--- config.mk ---
export PLATFORM = sky130hd
export DESIGN_NAME = fdp_config_bank
export DESIGN_NICKNAME = d
export VERILOG_FILES = /design/src/core/fdp_pkg.sv /design/src/core/fdp_reg8.sv /design/src/core/fdp_config_bank.sv
export VERILOG_INCLUDE_DIRS = /design/src /design/src/core
export SDC_FILE = /design/constraint.sdc
export NUM_CORES = 1
export LEC_CHECK = 0
export ABC_AREA = 1
export BUFFER_PORTS_ARGS = -buffer_cell sky130_fd_sc_hd__clkbuf_2
export CORE_ASPECT_RATIO = 0.7
export CORE_UTILIZATION = 55
export DETAILED_ROUTE_END_ITERATION = 12
export GPL_TIMING_DRIVEN = 0
export PLACE_DENSITY = 0.79
export SYNTH_ARGS = -nofsm -noshare
export SYNTH_HDL_FRONTEND = slang
export SYNTH_SLANG_ARGS = --single-unit
--- constraint.sdc ---
create_clock -name clk -period 2.35 [get_ports clk]
set_input_delay 0.5875 -clock clk [delete_from_list [all_inputs] [get_ports clk]]
set_output_delay 0.5875 -clock clk [all_outputs]
set_load 0.02 [all_outputs]
--- src/core/fdp_params.svh ---
// Offsets, reset values, write masks and widths of the divider bank.
// How it works
// - Each reference pre-divider is ten bits, ratio 1..1023.
// - Second loop integer divider: 32 bits, reset 0xFBA.
// - Role bit 0: analog loop is system loop oscillator.
// - Role bit 1 (reset): standalone synthesizer, system loop off.
// - Modulator off: analog feedback divides by integer only.
// - Modulator on (reset): integer plus numerator over denominator.
// - Analog integer divider resets to 0x31.
`ifndef FDP_PARAMS_SVH
`define FDP_PARAMS_SVH

`define FDP_ADDR_W 16
`define FDP_NREG 29
`define FDP_PREDIV_W 10

`define FDP_OFF_REF0_LO 16'h01E0
`define FDP_OFF_REF0_HI 16'h01E1
`define FDP_OFF_SECOND_REFERENCE_LO 16'h01E2
`define FDP_OFF_SECOND_REFERENCE_HI 16'h01E3
`define FDP_OFF_L1INT_B0 16'h01E4
`define FDP_OFF_L1INT_B1 16'h01E5
`define FDP_OFF_L1INT_B2 16'h01E6
`define FDP_OFF_L1INT_B3 16'h01E7
`define FDP_OFF_L1NUM_B0 16'h01E9
`define FDP_OFF_L1NUM_B1 16'h01EA
`define FDP_OFF_L1NUM_B2 16'h01EB
`define FDP_OFF_L1DEN_B0 16'h01EC
`define FDP_OFF_L1DEN_B1 16'h01ED
`define FDP_OFF_L1DEN_B2 16'h01EE
`define FDP_OFF_AINT 16'h0200
`define FDP_OFF_AMODE 16'h0201
`define FDP_OFF_ACALREF 16'h0202
`define FDP_OFF_ACALCTL 16'h0203
`define FDP_OFF_ANUM_B0 16'h0204
`define FDP_OFF_ANUM_B1 16'h0205
`define FDP_OFF_ANUM_B2 16'h0206
`define FDP_OFF_ADEN_B0 16'h0208
`define FDP_OFF_ADEN_B1 16'h0209
`define FDP_OFF_ADEN_B2 16'h020A
`define FDP_OFF_AMOD 16'h020C
`define FDP_OFF_APOFS 16'h020D
`define FDP_OFF_APCORE 16'h020E
`define FDP_OFF_APDIR 16'h020F
`define FDP_OFF_APD 16'h0210

`define FDP_RST_REF_LO 8'h00
`define FDP_RST_REF_HI 8'h00
`define FDP_RST_L1INT 32'h0000_0FBA
`define FDP_RST_L1NUM 24'h33_F000
`define FDP_RST_L1DEN 24'h61_A800
`define FDP_RST_AINT 8'h31
`define FDP_RST_AMODE 8'hC0
`define FDP_RST_ACALREF 8'h75
`define FDP_RST_ACALCTL 8'h06
`define FDP_RST_ANUM 24'h43_0000
`define FDP_RST_ADEN 24'h7D_0000
`define FDP_RST_AMOD 8'h06
`define FDP_RST_APOFS 8'h80
`define FDP_RST_APCORE 8'h0F
`define FDP_RST_APDIR 8'hF0
`define FDP_RST_APD 8'h00

`define FDP_WM_FULL 8'hFF
`define FDP_WM_REF_HI 8'h03
`define FDP_WM_AMODE 8'hC0
`define FDP_WM_ACALCTL 8'hBF
`define FDP_WM_AMOD 8'h7E
`define FDP_WM_APOFS 8'hBF
`define FDP_WM_APD 8'hF0

`define FDP_BIT_MOD_EN 7
`define FDP_BIT_ROLE 6
`define FDP_ROLE_OSC 1'b0

`endif

--- src/core/fdp_pkg.sv ---
// Types shared by the divider bank and its users.
package fdp_pkg;

  typedef logic [7:0] fdp_byte_t;

  typedef struct packed {
    logic [9:0] ref0_prediv;
    logic [9:0] second_reference_prediv;
    logic [31:0] loop1_fb_integer;
    logic [23:0] loop1_fb_numer;
    logic [23:0] loop1_fb_denom;
  } fdp_loop1_cfg_s;

  typedef struct packed {
    logic [7:0] analog_integer_div;
    logic [23:0] analog_numer;
    logic [23:0] analog_denom;
    logic fractional_modulator_enable;
    logic analog_role_select;
  } fdp_analog_cfg_s;

  typedef struct packed {
    logic [7:0] integer_div;
    logic [23:0] numer;
    logic [23:0] denom;
  } fdp_feedback_s;

endpackage : fdp_pkg

--- src/core/fdp_reg8.sv ---
// One byte of the bank with its reset value and writable-bit mask.
`timescale 1ns/1ns
`include "fdp_params.svh"
module fdp_reg8
  import fdp_pkg::*;
#(
  parameter fdp_byte_t RST_VAL = 8'h00,
  parameter fdp_byte_t WR_MASK = 8'hFF
)
(
  input wire logic clk,
  input wire logic rst_n,
  input wire logic wr_hit,
  input wire fdp_byte_t wr_data,
  output fdp_byte_t q_ff
);

  // Bits outside the mask are reserved; they hold zero and read as zero.
  always_ff @(posedge clk or negedge rst_n)
  begin
    if (!rst_n)
    begin
      q_ff <= RST_VAL & WR_MASK;
    end
    else if (wr_hit)
    begin
      q_ff <= wr_data & WR_MASK;
    end
  end

endmodule : fdp_reg8

--- src/core/fdp_config_bank.sv ---
// Divider configuration bank for the second digital loop and analog loop.
`timescale 1ns/1ns
`include "fdp_params.svh"
module fdp_config_bank
  import fdp_pkg::*;
(
  input wire logic clk,
  input wire logic rst_n,
  input wire logic [15:0] reg_addr,
  input wire logic reg_wr,
  input wire fdp_byte_t reg_wdata,
  input wire logic reg_rd,
  output fdp_byte_t reg_rdata_ff,
  output logic reg_rvalid_ff,
  output logic reg_hit_ff,
  output fdp_loop1_cfg_s loop1_cfg_ff,
  output fdp_analog_cfg_s analog_cfg_ff,
  output fdp_feedback_s analog_fb_ff,
  output logic sys_loop_dco_sel_ff,
  output logic synth_standalone_ff,
  output logic sys_loop_enable_ff,
  output logic prediv_range_err_ff,
  output logic role_mode_conflict_ff,
  output fdp_byte_t [6:0] analog_aux_ff
);

  localparam int NREG = `FDP_NREG;

  localparam logic [NREG-1:0][15:0] OFFS = {
    `FDP_OFF_APD, `FDP_OFF_APDIR, `FDP_OFF_APCORE, `FDP_OFF_APOFS,
    `FDP_OFF_AMOD, `FDP_OFF_ADEN_B2, `FDP_OFF_ADEN_B1, `FDP_OFF_ADEN_B0,
    `FDP_OFF_ANUM_B2, `FDP_OFF_ANUM_B1, `FDP_OFF_ANUM_B0,
    `FDP_OFF_ACALCTL, `FDP_OFF_ACALREF, `FDP_OFF_AMODE, `FDP_OFF_AINT,
    `FDP_OFF_L1DEN_B2, `FDP_OFF_L1DEN_B1, `FDP_OFF_L1DEN_B0,
    `FDP_OFF_L1NUM_B2, `FDP_OFF_L1NUM_B1, `FDP_OFF_L1NUM_B0,
    `FDP_OFF_L1INT_B3, `FDP_OFF_L1INT_B2, `FDP_OFF_L1INT_B1,
    `FDP_OFF_L1INT_B0,
    `FDP_OFF_SECOND_REFERENCE_HI, `FDP_OFF_SECOND_REFERENCE_LO, `FDP_OFF_REF0_HI, `FDP_OFF_REF0_LO
  };

  localparam logic [31:0] L1INT = `FDP_RST_L1INT;
  localparam logic [23:0] L1NUM = `FDP_RST_L1NUM;
  localparam logic [23:0] L1DEN = `FDP_RST_L1DEN;
  localparam logic [23:0] ANUM = `FDP_RST_ANUM;
  localparam logic [23:0] ADEN = `FDP_RST_ADEN;

  // Multi-byte fields: least significant byte at the lowest offset.
  localparam logic [NREG-1:0][7:0] RSTV = {
    `FDP_RST_APD, `FDP_RST_APDIR, `FDP_RST_APCORE, `FDP_RST_APOFS,
    `FDP_RST_AMOD, ADEN[23:16], ADEN[15:8], ADEN[7:0],
    ANUM[23:16], ANUM[15:8], ANUM[7:0],
    `FDP_RST_ACALCTL, `FDP_RST_ACALREF, `FDP_RST_AMODE,
    `FDP_RST_AINT,
    L1DEN[23:16], L1DEN[15:8], L1DEN[7:0],
    L1NUM[23:16], L1NUM[15:8], L1NUM[7:0],
    L1INT[31:24], L1INT[23:16], L1INT[15:8], L1INT[7:0],
    `FDP_RST_REF_HI, `FDP_RST_REF_LO, `FDP_RST_REF_HI, `FDP_RST_REF_LO
  };

  localparam logic [NREG-1:0][7:0] WMSK = {
    `FDP_WM_APD, `FDP_WM_FULL, `FDP_WM_FULL, `FDP_WM_APOFS,
    `FDP_WM_AMOD, `FDP_WM_FULL, `FDP_WM_FULL, `FDP_WM_FULL,
    `FDP_WM_FULL, `FDP_WM_FULL, `FDP_WM_FULL,
    `FDP_WM_ACALCTL, `FDP_WM_FULL, `FDP_WM_AMODE, `FDP_WM_FULL,
    `FDP_WM_FULL, `FDP_WM_FULL, `FDP_WM_FULL,
    `FDP_WM_FULL, `FDP_WM_FULL, `FDP_WM_FULL,
    `FDP_WM_FULL, `FDP_WM_FULL, `FDP_WM_FULL, `FDP_WM_FULL,
    `FDP_WM_REF_HI, `FDP_WM_FULL, `FDP_WM_REF_HI, `FDP_WM_FULL
  };

  fdp_byte_t bank_q [NREG];
  logic [NREG-1:0] addr_hit;

  genvar gi;
  generate
    for (gi = 0; gi < NREG; gi++)
    begin : g_reg
      assign addr_hit[gi] = (reg_addr == OFFS[gi]);
      fdp_reg8 #(
        .RST_VAL(RSTV[gi]),
        .WR_MASK(WMSK[gi])
      ) u_reg (
        .clk(clk),
        .rst_n(rst_n),
        .wr_hit(reg_wr && addr_hit[gi]),
        .wr_data(reg_wdata),
        .q_ff(bank_q[gi])
      );
    end
  endgenerate

  fdp_byte_t nxt_rdata;

  always_comb
  begin
    nxt_rdata = 8'h00;
    for (int i = 0; i < NREG; i++)
    begin
      if (addr_hit[i])
      begin
        nxt_rdata = bank_q[i];
      end
    end
  end

  // Read answer one cycle after the request; unmapped offsets read zero.
  always_ff @(posedge clk or negedge rst_n)
  begin
    if (!rst_n)
    begin
      reg_rvalid_ff <= 1'b0;
    end
    else
    begin
      reg_rvalid_ff <= reg_rd;
    end
  end

  // A hit answers both reads and writes to a mapped offset.
  always_ff @(posedge clk or negedge rst_n)
  begin
    if (!rst_n)
    begin
      reg_hit_ff <= 1'b0;
    end
    else
    begin
      reg_hit_ff <= (reg_rd || reg_wr) && (|addr_hit);
    end
  end

  // Read data hold until the next read. A read and a write to one offset
  // in the same cycle return the byte as it was before the write.
  always_ff @(posedge clk or negedge rst_n)
  begin
    if (!rst_n)
    begin
      reg_rdata_ff <= 8'h00;
    end
    else if (reg_rd)
    begin
      reg_rdata_ff <= nxt_rdata;
    end
  end

  // Assembled fields from the byte array.
  fdp_loop1_cfg_s nxt_loop1;
  fdp_analog_cfg_s nxt_analog;
  fdp_feedback_s nxt_fb;
  logic mod_en;
  logic role;

  // The mode byte carries the modulator enable and the role select; it
  // sits just above the analog integer divider in the bank.
  localparam int IDX_AMODE = 15;

  assign mod_en = bank_q[IDX_AMODE][`FDP_BIT_MOD_EN];
  assign role = bank_q[IDX_AMODE][`FDP_BIT_ROLE];

  always_comb
  begin
    nxt_loop1.ref0_prediv = {bank_q[1][1:0], bank_q[0]};
    nxt_loop1.second_reference_prediv = {bank_q[3][1:0], bank_q[2]};
    nxt_loop1.loop1_fb_integer = {bank_q[7], bank_q[6], bank_q[5],
                                  bank_q[4]};
    nxt_loop1.loop1_fb_numer = {bank_q[10], bank_q[9], bank_q[8]};
    // Fields follow the bank byte by byte with no shadow copy, so a field
    // shows a mix of old and new bytes until software has written them all.
    nxt_loop1.loop1_fb_denom = {bank_q[13], bank_q[12], bank_q[11]};
    nxt_analog.analog_integer_div = bank_q[14];
    nxt_analog.analog_numer = {bank_q[20], bank_q[19], bank_q[18]};
    nxt_analog.analog_denom = {bank_q[23], bank_q[22], bank_q[21]};
    nxt_analog.fractional_modulator_enable = mod_en;
    nxt_analog.analog_role_select = role;
    // Integer mode drops the fraction; fractional mode passes it on.
    nxt_fb.integer_div = bank_q[14];
    nxt_fb.numer = mod_en ? nxt_analog.analog_numer : 24'h00_0000;
    nxt_fb.denom = mod_en ? nxt_analog.analog_denom : 24'h00_0000;
  end

  // Second loop fields, one register copy of the bank bytes.
  always_ff @(posedge clk or negedge rst_n)
  begin
    if (!rst_n)
    begin
      loop1_cfg_ff <= '0;
    end
    else
    begin
      loop1_cfg_ff <= nxt_loop1;
    end
  end

  // Analog loop fields exactly as stored.
  always_ff @(posedge clk or negedge rst_n)
  begin
    if (!rst_n)
    begin
      analog_cfg_ff <= '0;
    end
    else
    begin
      analog_cfg_ff <= nxt_analog;
    end
  end

  // Feedback the analog loop really uses. Integer mode zeroes the fraction
  // so that no stale numerator or denominator reaches the divider.
  always_ff @(posedge clk or negedge rst_n)
  begin
    if (!rst_n)
    begin
      analog_fb_ff <= '0;
    end
    else
    begin
      analog_fb_ff <= nxt_fb;
    end
  end

  // Oscillator role: the analog loop serves the system loop.
  always_ff @(posedge clk or negedge rst_n)
  begin
    if (!rst_n)
    begin
      sys_loop_dco_sel_ff <= 1'b0;
    end
    else
    begin
      sys_loop_dco_sel_ff <= (role == `FDP_ROLE_OSC);
    end
  end

  // Standalone role, the reset choice: the analog loop is a synthesizer.
  always_ff @(posedge clk or negedge rst_n)
  begin
    if (!rst_n)
    begin
      synth_standalone_ff <= 1'b0;
    end
    else
    begin
      synth_standalone_ff <= (role != `FDP_ROLE_OSC);
    end
  end

  // The system loop can only run while the analog loop is its oscillator.
  always_ff @(posedge clk or negedge rst_n)
  begin
    if (!rst_n)
    begin
      sys_loop_enable_ff <= 1'b0;
    end
    else
    begin
      sys_loop_enable_ff <= (role == `FDP_ROLE_OSC);
    end
  end

  // A zero pre-divider is stored as written and only flagged here;
  // keeping the ratio in range is left to software.
  always_ff @(posedge clk or negedge rst_n)
  begin
    if (!rst_n)
    begin
      prediv_range_err_ff <= 1'b0;
    end
    else
    begin
      prediv_range_err_ff <= (nxt_loop1.ref0_prediv == 10'h000) ||
                             (nxt_loop1.second_reference_prediv == 10'h000);
    end
  end

  // Integer mode in the oscillator role is not refused, only flagged,
  // so that software sees the setting it must avoid.
  always_ff @(posedge clk or negedge rst_n)
  begin
    if (!rst_n)
    begin
      role_mode_conflict_ff <= 1'b0;
    end
    else
    begin
      role_mode_conflict_ff <= (role == `FDP_ROLE_OSC) && !mod_en;
    end
  end

  // Calibration, modulator, pump and power-down bytes passed out as stored.
  // Element 0 holds the low calibration byte, element 6 the power-down byte.
  always_ff @(posedge clk or negedge rst_n)
  begin
    if (!rst_n)
    begin
      analog_aux_ff <= '0;
    end
    else
    begin
      analog_aux_ff <= {bank_q[28], bank_q[27], bank_q[26], bank_q[25],
                        bank_q[24], bank_q[17], bank_q[16]};
    end
  end

endmodule : fdp_config_bank

# Yosys cells after proc, flatten, opt, wreduce, memory -nomap -nowiden
# Cells that the tools add are included.
word_totals:
  register_bits: 473
  latch_bits: 0
  mem_bits_rw: 0
  rom_bits: 0
  in_bits: 28
  output_inout_bits: 285
  wordCells: 152
  mem_count: 0
classes:
  n_addsub: 0
  multipliers: 0
  n_div: 0
  order_cmp: 0
  n_eq_ne: 29
  n_shift: 0
  mux: 31
  bitwise: 1
  reduce_logical: 37
ops:
  columns: ["cell", "n"]
  rows:
  - ["== test 16 x 10 -> 1 bit, second input constant", 15]
  - ["2-to-1 mux 8 bit", 29]
  - ["== test 16 x 9 -> 1 bit, second input constant", 14]
  - ["2-to-1 mux 24 bit", 2]
  - ["logical AND 1 bit", 31]
  - ["OR reduction 29 bit", 1]
  - ["zero test 10 bit", 2]
  - ["logical OR 1 bit", 2]
  - ["zero test 1 bit", 1]
  - ["inverter 1 bit", 1]

# Longest topological paths before layout
# Gate-level depths: netlist of run 1.
depth:
  word_depth: 30
  depth_mapped: 33
  depth_no_buf: 33

# Modules after synthesis
# From an unflattened synthesis of run 1, not the netlist that was laid out.
hier_totals:
  hier_cells: 1945
  area_unflattened_um2: 18443.9
by_module_without_submodules:
  columns: ["mod", "instances", "cells_each", "area_each_um2", "seq_area_each_um2"]
  rows:
  - ["fdp_config_bank", 1, 1035, 10299.9, 6881.6]
  - ["fdp_reg8 (g_reg[0].u_reg ...)", 10, 34, 305.3, 200.2]
  - ["fdp_reg8 (g_reg[10].u_reg ...)", 5, 34, 310.3, 205.2]
  - ["fdp_reg8 (g_reg[12].u_reg ...)", 4, 34, 309.0, 203.9]
  - ["fdp_reg8 (g_reg[16].u_reg ...)", 2, 34, 311.5, 206.4]
  - ["fdp_reg8 (g_reg[23].u_reg)", 1, 34, 312.8, 207.7]
  - ["fdp_reg8 (g_reg[17].u_reg)", 1, 32, 282.8, 177.7]
  - ["fdp_reg8 (g_reg[25].u_reg)", 1, 32, 281.5, 176.4]
  - ["fdp_reg8 (g_reg[1].u_reg ...)", 2, 16, 125.1, 50.0]
  - ["fdp_reg8 (g_reg[24].u_reg)", 1, 28, 242.7, 152.6]
  - ["fdp_reg8 (g_reg[28].u_reg)", 1, 22, 182.7, 100.1]
  - ["fdp_reg8 (g_reg[15].u_reg)", 1, 16, 127.6, 52.6]

# Least setup slack after synthesis of run 1
# Ideal clock, no wire load.
synth_timing:
  path_kind: "input to register"
  from: "input reg_addr[5]"
  to: "register reg_rdata_ff[5]"
  setup_time_ps: 129
  t_arrival_ps: 2503
  required_time_ps: 2221
  setup_slack_ps: -281
  cell_stages: 22
  path_buffers: 1
  path_cell_list: "or3_1 > nor2_4 > inv_2 > nor2_2 > inv_2 > buf_2 > nor2_2 > inv_1 > nand2_1 > nor2_1 > nand2_1 > nand2_1 > nand2_1 > nand2_1 > nand2_1 > nand2_1 > nand2_1 > nand2_1 > nand2_1 > nand3_1 > nand2_1 > a21oi_1"
synth_via:
  elab_chain_cells: 30
  elab_cells_between_ends: 58
  classes_between: "eq/ne: 29; mux: 29"
synth_lines:
  columns: ["item", "line", "rtl"]
  rows:
  - ["start: declaration", "fdp_config_bank.sv:9", "input wire logic [15:0] reg_addr,"]
  - ["== test 16 x 9 -> 1 bit", "fdp_config_bank.sv:78", "assign addr_hit[gi] = (reg_addr == OFFS[gi]);"]
  - ["2-to-1 mux 8 bit (28 in series)", "fdp_config_bank.sv:99", "if (addr_hit[i])"]
  - ["2-to-1 mux 8 bit (*)", "fdp_config_bank.sv:99", null]
  - ["end signal: assignment", "fdp_config_bank.sv:142", "reg_rdata_ff <= nxt_rdata;"]
  - ["end: declaration", "fdp_config_bank.sv:13", "output fdp_byte_t reg_rdata_ff,"]
# Every way passes the cells marked *; elsewhere a longest branch is shown, timed or not.
# A chain may end at the register's enable or synchronous reset.

# Final worst setup path of run 1
layout_timing:
  from: "input reg_addr[15]"
  to: "register reg_rdata_ff[1]"
# The elaborated chain is that of the path after synthesis.

==> results of run 1 <==
-- flip-flops by register name (all words and copies together) (netlist names) --
name,cells
analog_aux_ff,48
analog_cfg_ff,49
analog_fb_ff,56
g.u_reg.q_ff,206
loop1_cfg_ff,100
prediv_range_err_ff,1
reg_hit_ff,1
reg_rdata_ff,8
reg_rvalid_ff,1
role_mode_conflict_ff,1
synth_standalone_ff,1
sys_loop_enable_ff,1
-- logic make-up (layout without fill, tap and decap cells) --
family                 Yosys count  after routing  synth area share
and+or+nand+nor                739            739             0.175
DFF                            473            473             0.678
AOI/OAI and AO/OA              295            295            0.0878
buffers and inverters          250            686            0.0579
other                            1              8          0.000214
muxes                            1              1          0.000570
-- what timing repair did --
action / 4_1_cts / 5_1_grt
endpoints found under the hold margin: 20 / 0
endpoints found under the setup margin: 86 / 114
gates resized for setup: 82 / 154
pin swaps: 44 / 74
cloned: 0 / 0
hold buffers: 1 / 0
setup buffers: 19 / 34
-- report_power, final --
part	total, mW	internal, mW	switching, mW
Sequential	8.16	8.15	0.00516
Clock	7.35	4.27	3.08
Combinational	0.538	0.120	0.418
Total	16.0	12.5	3.50
-- cell type report --
class / instances / area, sq um
sequential: 473 / 11900
fill: 2186 / 8700
multi-input combinational: 1043 / 5360
timing repair buffer: 360 / 2170
clock buffer: 61 / 1250
inverter: 170 / 656
tap: 420 / 526
buffer: 77 / 482
clock inverter: 18 / 235
-- critical path: stages --
cell and delay [ns]:
buf_6 0.09, inv_4 0.04, nand2_4 0.04, nor2_4 0.20
nand2_4 0.10, nor2_4 0.10, buf_6 0.15, nand2_4 0.05
o21ai_2 0.10, inv_1 0.05, nand2_2 0.10, nand3_2 0.09
o21bai_1 0.19, nand4_1 0.17, a21oi_2 0.15, nand3b_1 0.12
nand2_1 0.10, nand4_1 0.12, o21bai_2 0.25, nand4_1 0.18
nor2_1 0.16, o21bai_1 0.10, nand2_1 0.12, nand2_1 0.08
-- routing by layer --
metal	vias up	track usage	part of all wire
met1	7231	0.509	0.42
met3	153	0.0633	0.10
met4	0	0.109	0.031
met2	872	0.488	0.44
li1	6430	-	-
met5	-	0	0
-- per-stage QoR --
step	utilization	setup slack (ns)	cells	hold slack, ns
final	0.722	-0.666	2622	0.306
after global routing	0.722	-0.695	2622	0.287
after CTS	0.699	-0.569	2592	0.286
after detailed placement	0.636	-1.39	2493	0.384
after global placement	0.632	-9.17	2489	0.385
after floorplan	-	-0.205	1766	0.292
-- worst max-delay path by stage --
stage	depth (start not counted)	endpoint	from
floorplan	23	reg_rdata_ff[5]$_DFFE_PN0P_	reg_addr[0]
global placement	1	analog_cfg_ff[19]$_DFF_PN0_	rst_n
detailed placement	24	reg_rdata_ff[1]$_DFFE_PN0P_	reg_addr[14]
CTS	24	reg_rdata_ff[1]$_DFFE_PN0P_	reg_addr[12]
global route	34	reg_rdata_ff[4]$_DFFE_PN0P_	reg_addr[14]
finish	24	reg_rdata_ff[1]$_DFFE_PN0P_	reg_addr[15]
-- synth_stat cells (5+ instances only) --
library cell    n
buf_4          20
nor3_1         28
nand2_1       506
inv_1         144
dfrtp_1       418
nor2_1         91
clkbuf_1       54
nor2_2          7
o21bai_1        7
o21ai_0       243
nand3_1        44
nor2_4          5
inv_2          26
a21oi_1        22
o21ai_1         6
and2_1          5
dfstp_2        55
nand4_1        23
nor4_1         13
-- placed cells by master (no fill, tap or decap), drive strengths merged, types with 9 or more instances in the layout --
cell | synthesis | layout
nand2 | 510 | 510
dfrtp | 418 | 418
clkbuf | 54 | 397
o21ai | 249 | 249
inv | 170 | 170
nor2 | 103 | 103
buf | 26 | 100
dfstp | 55 | 55
nand3 | 44 | 44
nor3 | 30 | 30
nand4 | 23 | 23
a21oi | 22 | 22
nor4 | 14 | 14
clkinv | 0 | 9
==> results.md, run 1 <==
- Via count of the routed design: 14700
- Share of layout cells above drive strength 1: 0.321
- I/O pin count: 313
- Leak: 11.8 nW
- Die Wd: 216 um
- Top-area cell type share of the netlist area: 0.596
- Post-DP Area: 19900 sq um
- Placement Rows: 54
- Status: finished with violations
- Num Clock Sinks: 473
- Period minus WS final: 3.02 ns
- Number of synthesized flops with an enable pin: 0
- Violated checks: negative setup slack
- Fmax: 332 MHz
- Synthesized area: 17600 sq um
- TritonCTS clock tree: done
- Final Cycle Share: 1.28
- Vias per inst: 5.60
- Slew Limit Fails: 0
- Top FF cell, synth: dfrtp_1
- Ys async rst share: 1.00
- Final Power: 16.0 mW
- Ant diodes: 0
- Core area: 31300 sq um
- Antenna viol nets, final: 0
- Initial drt markers: 1703
- Total Routing Usage GR: 0.334
- First-pass GRT wire length: 81.2 mm
- Synthesized area per cell: 9.98 sq um
- FF-to-FF path depth: 16
- Worst R2R Start: g_reg[1].u_reg.q_ff[1]$_DFFE_PN0P_
- Post-synthesis cell count: 1759
- Ys Warns: 0
- Skew-Pair Late Insertion Delay: 0.55 ns
- PwrDens: 710 nW/um^2
- Number of clock buffers inserted by TritonCTS: 43
- Maximum VDD drop: 0.628 mV
- Worst R2R Setup Slack: -0.37 ns
- Clock tree root buffer cell: clkbuf_16
- TNS Setup: -4.11 ns
- Slew of the pin with the lowest slew margin: 1.01 ns
- WP data required: 2.79 ns
- Starting Density: 0.561
- Fin. Hold Viols: 0
- Type of the worst setup path: input pin to register
- Max-slew headroom: 0.327
- Max Cap Viol: 0
- Critical Path End Type: register
- Worst setup SP type: input pin
- Crit-path max FO: 7
- Hold Path Origin: reg_rd
- Largest net degree at the start of global routing: 118
- DRC violations left: 0
- Final worst slack: -0.666 ns
- CP arrival: 3.46 ns
- Hpwl dp: 38.4 mm
- Number of global-route vias before repair: 13700
- Gp weighted congestion: 0.975
- Endpoints failing setup: 13
- P&R area growth vs syn: 28.6%
- Design area: 22600 sq um
- Final WL: 54.7 mm
- Top cells by area, synth: dfrtp_1 60%, nand2_1 11%, dfstp_2 8.2%, o21ai_0 6.9%, inv_1 3.1%
- Reg clk slew, reported paths: 0.07 ns
- Hold path depth: 1
- Cell accounting for the most synthesized area: dfrtp_1
- R2R Path End: reg_rdata_ff[1]$_DFFE_PN0P_
- Register area share after synthesis: 0.678
- RSZ-0062 raised after global routing: yes
- Drt first pass iters: 6
- Chip Height: 151 um
- Hold Path End: reg_rvalid_ff$_DFF_PN0_
- Clock Skew: 0.0168 ns
- Synth cell types: 41
- Port Buffer Count: 303
- Antenna violations before repair: 0
- Worst-case clock buffer depth: 3
- Class of the worst hold path: input pin to register
- Yosys reg bits: 473
- GRT Residual Overflow: 0
- Average wire per standard cell: 20.8 um
- Final net count: 2196
- CTS H-Tree Depth: 2
- Die outline area: 32700 sq um
No activity file was read; power rests on OpenSTA's default activity.
==> inputs of run 2 (changes only) <==
--- a/config.mk
+++ b/config.mk
@@ -13,6 +13,7 @@
 export DETAILED_ROUTE_END_ITERATION = 12
 export GPL_TIMING_DRIVEN = 0
 export PLACE_DENSITY = 0.79
+export REMOVE_ABC_BUFFERS = 1
 export SYNTH_ARGS = -nofsm -noshare
 export SYNTH_HDL_FRONTEND = slang
 export SYNTH_SLANG_ARGS = --single-unit
==> results.md, run 2 (synthesis results as in run 1) <==
- Status: finished with violations
- Violated checks: negative setup slack
- Most frequent cells in the layout: 451 x nand2_1, 418 x dfrtp_1, 296 x clkbuf_2
- Fin util: 0.711
- Vias per inst: 5.71
- Final Power: 16.2 mW
- Hpwl dp: 34.6 mm
- TritonCTS clock tree: done
- Multi-input gate area: 5340 sq um
- Max Cap Viol: 0
- Slew of the pin with the lowest slew margin: 1.43 ns
- Commonest non-fill, non-tap cell in the layout: nand2_1
- Layout fillers: 2128
- Num Clock Sinks: 473
- Class of the worst hold path: input pin to register
- Drt first pass iters: 6
- Average wire per standard cell: 21.4 um
- Non-filler cells, final: 2558
- Reg clk slew, reported paths: 0.07 ns
- CP arrival: 3.48 ns
- Hold WS: 0.260 ns
- Endpoints failing setup: 9
- Worst R2R Start: g_reg[0].u_reg.q_ff[2]$_DFFE_PN0P_
- Biggest registers after layout: g.u_reg.q_ff: 206 flops, loop1_cfg_ff: 100 flops, analog_fb_ff: 56 flops
- Crit path largest cell delay: 0.21 ns
- Type of the worst setup path: input pin to register
- WP data required: 2.78 ns
- Initial drt markers: 1951
- First-pass GRT wire length: 79.6 mm
- Fin. Hold Viols: 0
- Leak: 11.6 nW
- Hold Path End: reg_rvalid_ff$_DFF_PN0_
- Final net count: 2131
- Post-DP Area: 19400 sq um
- DRC violations left: 0
- Core area: 31300 sq um
- Worst-case clock buffer depth: 3
- Total Routing Usage GR: 0.329
- Share of layout cells above drive strength 1: 0.319
- Crit-path max FO: 5
- Period minus WS final: 3.05 ns
- Chip Height: 151 um
- Number of flip-flops in the largest register: 206
- Maximum VDD drop: 0.561 mV
- Clock Skew: 0.0276 ns
- Pre-CTS WS: -2.20 ns
- Hold path depth: 1
- Max-slew headroom: 0.0425
- Largest net degree at the start of global routing: 118
- Fmax: 328 MHz
- Worst R2R Setup Slack: -0.46 ns
- Top reg by flops: g.u_reg.q_ff
- Die Wd: 216 um
- Starting Density: 0.561
- Final worst slack: -0.702 ns
- Number of global-route vias before repair: 13400
- Via count of the routed design: 14600
- Slew Limit Fails: 0
- RSZ-0062 raised after global routing: yes
- PwrDens: 728 nW/um^2
- Antenna viol nets, final: 0
- Sequential cell area: 11900 sq um
- Worst setup SP type: input pin
- GRT Residual Overflow: 0
- Clock tree root buffer cell: clkbuf_16
- Placement Rows: 54
- R2R Path End: reg_rdata_ff[2]$_DFFE_PN0P_
- CTS H-Tree Depth: 2
- I/O pin count: 313
- Placed insts: 2415
- P&R area growth vs syn: 26.6%
- FF-to-FF path depth: 16
- Skew-Pair Late Insertion Delay: 0.57 ns
- Gp weighted congestion: 0.899
- Critical Path Slowest Stage Cell: o21bai_1
- Hold Path Origin: reg_rd
- Final WL: 54.7 mm
- Antenna violations before repair: 0
- Critical Path End Type: register
- Number of clock buffers inserted by TritonCTS: 42
- Die outline area: 32700 sq um
- TNS Setup: -5.97 ns
- Final Cycle Share: 1.30
- Design area: 22200 sq um
- Port Buffer Count: 304
run 2: changes by cell type in the layout (fill, tap and decap cells not counted), sizes merged:
cell | before | now
clkbuf | 397 | 362
buf | 100 | 72
clkinvlp | 4 | 1
bufinv | 5 | 7
clkinv | 9 | 7
diode | 0 | 1
nand2 | 510 | 511
run 2: critical path, delay by kind of cell:
| kind | cells | cell delay (ns) |
|---|---|---|
| compound gates | 6 | 0.99 |
| simple gates | 14 | 1.42 |
| buf+inv | 5 | 0.46 |
run 2: final cells by class:
cell class / count / share of cell area
repair buffers: 371 / 0.102
inverters: 170 / 0.0302
well taps: 420 / 0.0236
diodes: 1 / 0.000113
clock buffers: 64 / 0.0570
multi-input cells: 1044 / 0.240
clock inverters: 14 / 0.0112
flip-flops and latches: 473 / 0.535
repair inverters: 1 / 0.000338
run 2: report_power, final:
part | internal (mW) | switching, mW
logic | 0.0877 | 0.401
registers | 8.15 | 0.00480
clock network | 4.50 | 3.04
total | 12.7 | 3.45
run 2: worst max path at each step:
| stage | startpoint | end | slack, ns |
|---|---|---|---|
| 5_1_grt | reg_addr[2] | reg_rdata_ff[5]$_DFFE_PN0P_ | -0.86 |
| 6_report | reg_addr[13] | reg_rdata_ff[2]$_DFFE_PN0P_ | -0.70 |
| 3_5_place_dp | reg_addr[10] | reg_rdata_ff[1]$_DFFE_PN0P_ | -2.20 |
| 2_1_floorplan | reg_addr[12] | reg_rdata_ff[5]$_DFFE_PN0P_ | -1.06 |
| 4_1_cts | reg_addr[14] | reg_rdata_ff[1]$_DFFE_PN0P_ | -0.61 |
| 3_3_place_gp | rst_n | analog_aux_ff[52]$_DFF_PN0_ | -9.26 |
run 2: what timing repair did:
action                     CTS  global route
buffers inserted            47            14
hold endpoints to repair    24             0
pin swaps                   57            89
cloned                       1             1
resized for setup          145            89
hold buffers                 1             0
setup endpoints to repair  109            51
run 2: per-layer routing:
metal / GRT usage / wire, um
met5: 0 / 0
met4: 0.116 / 2010
met3: 0.0723 / 6170
met2: 0.497 / 24400
met1: 0.475 / 22200
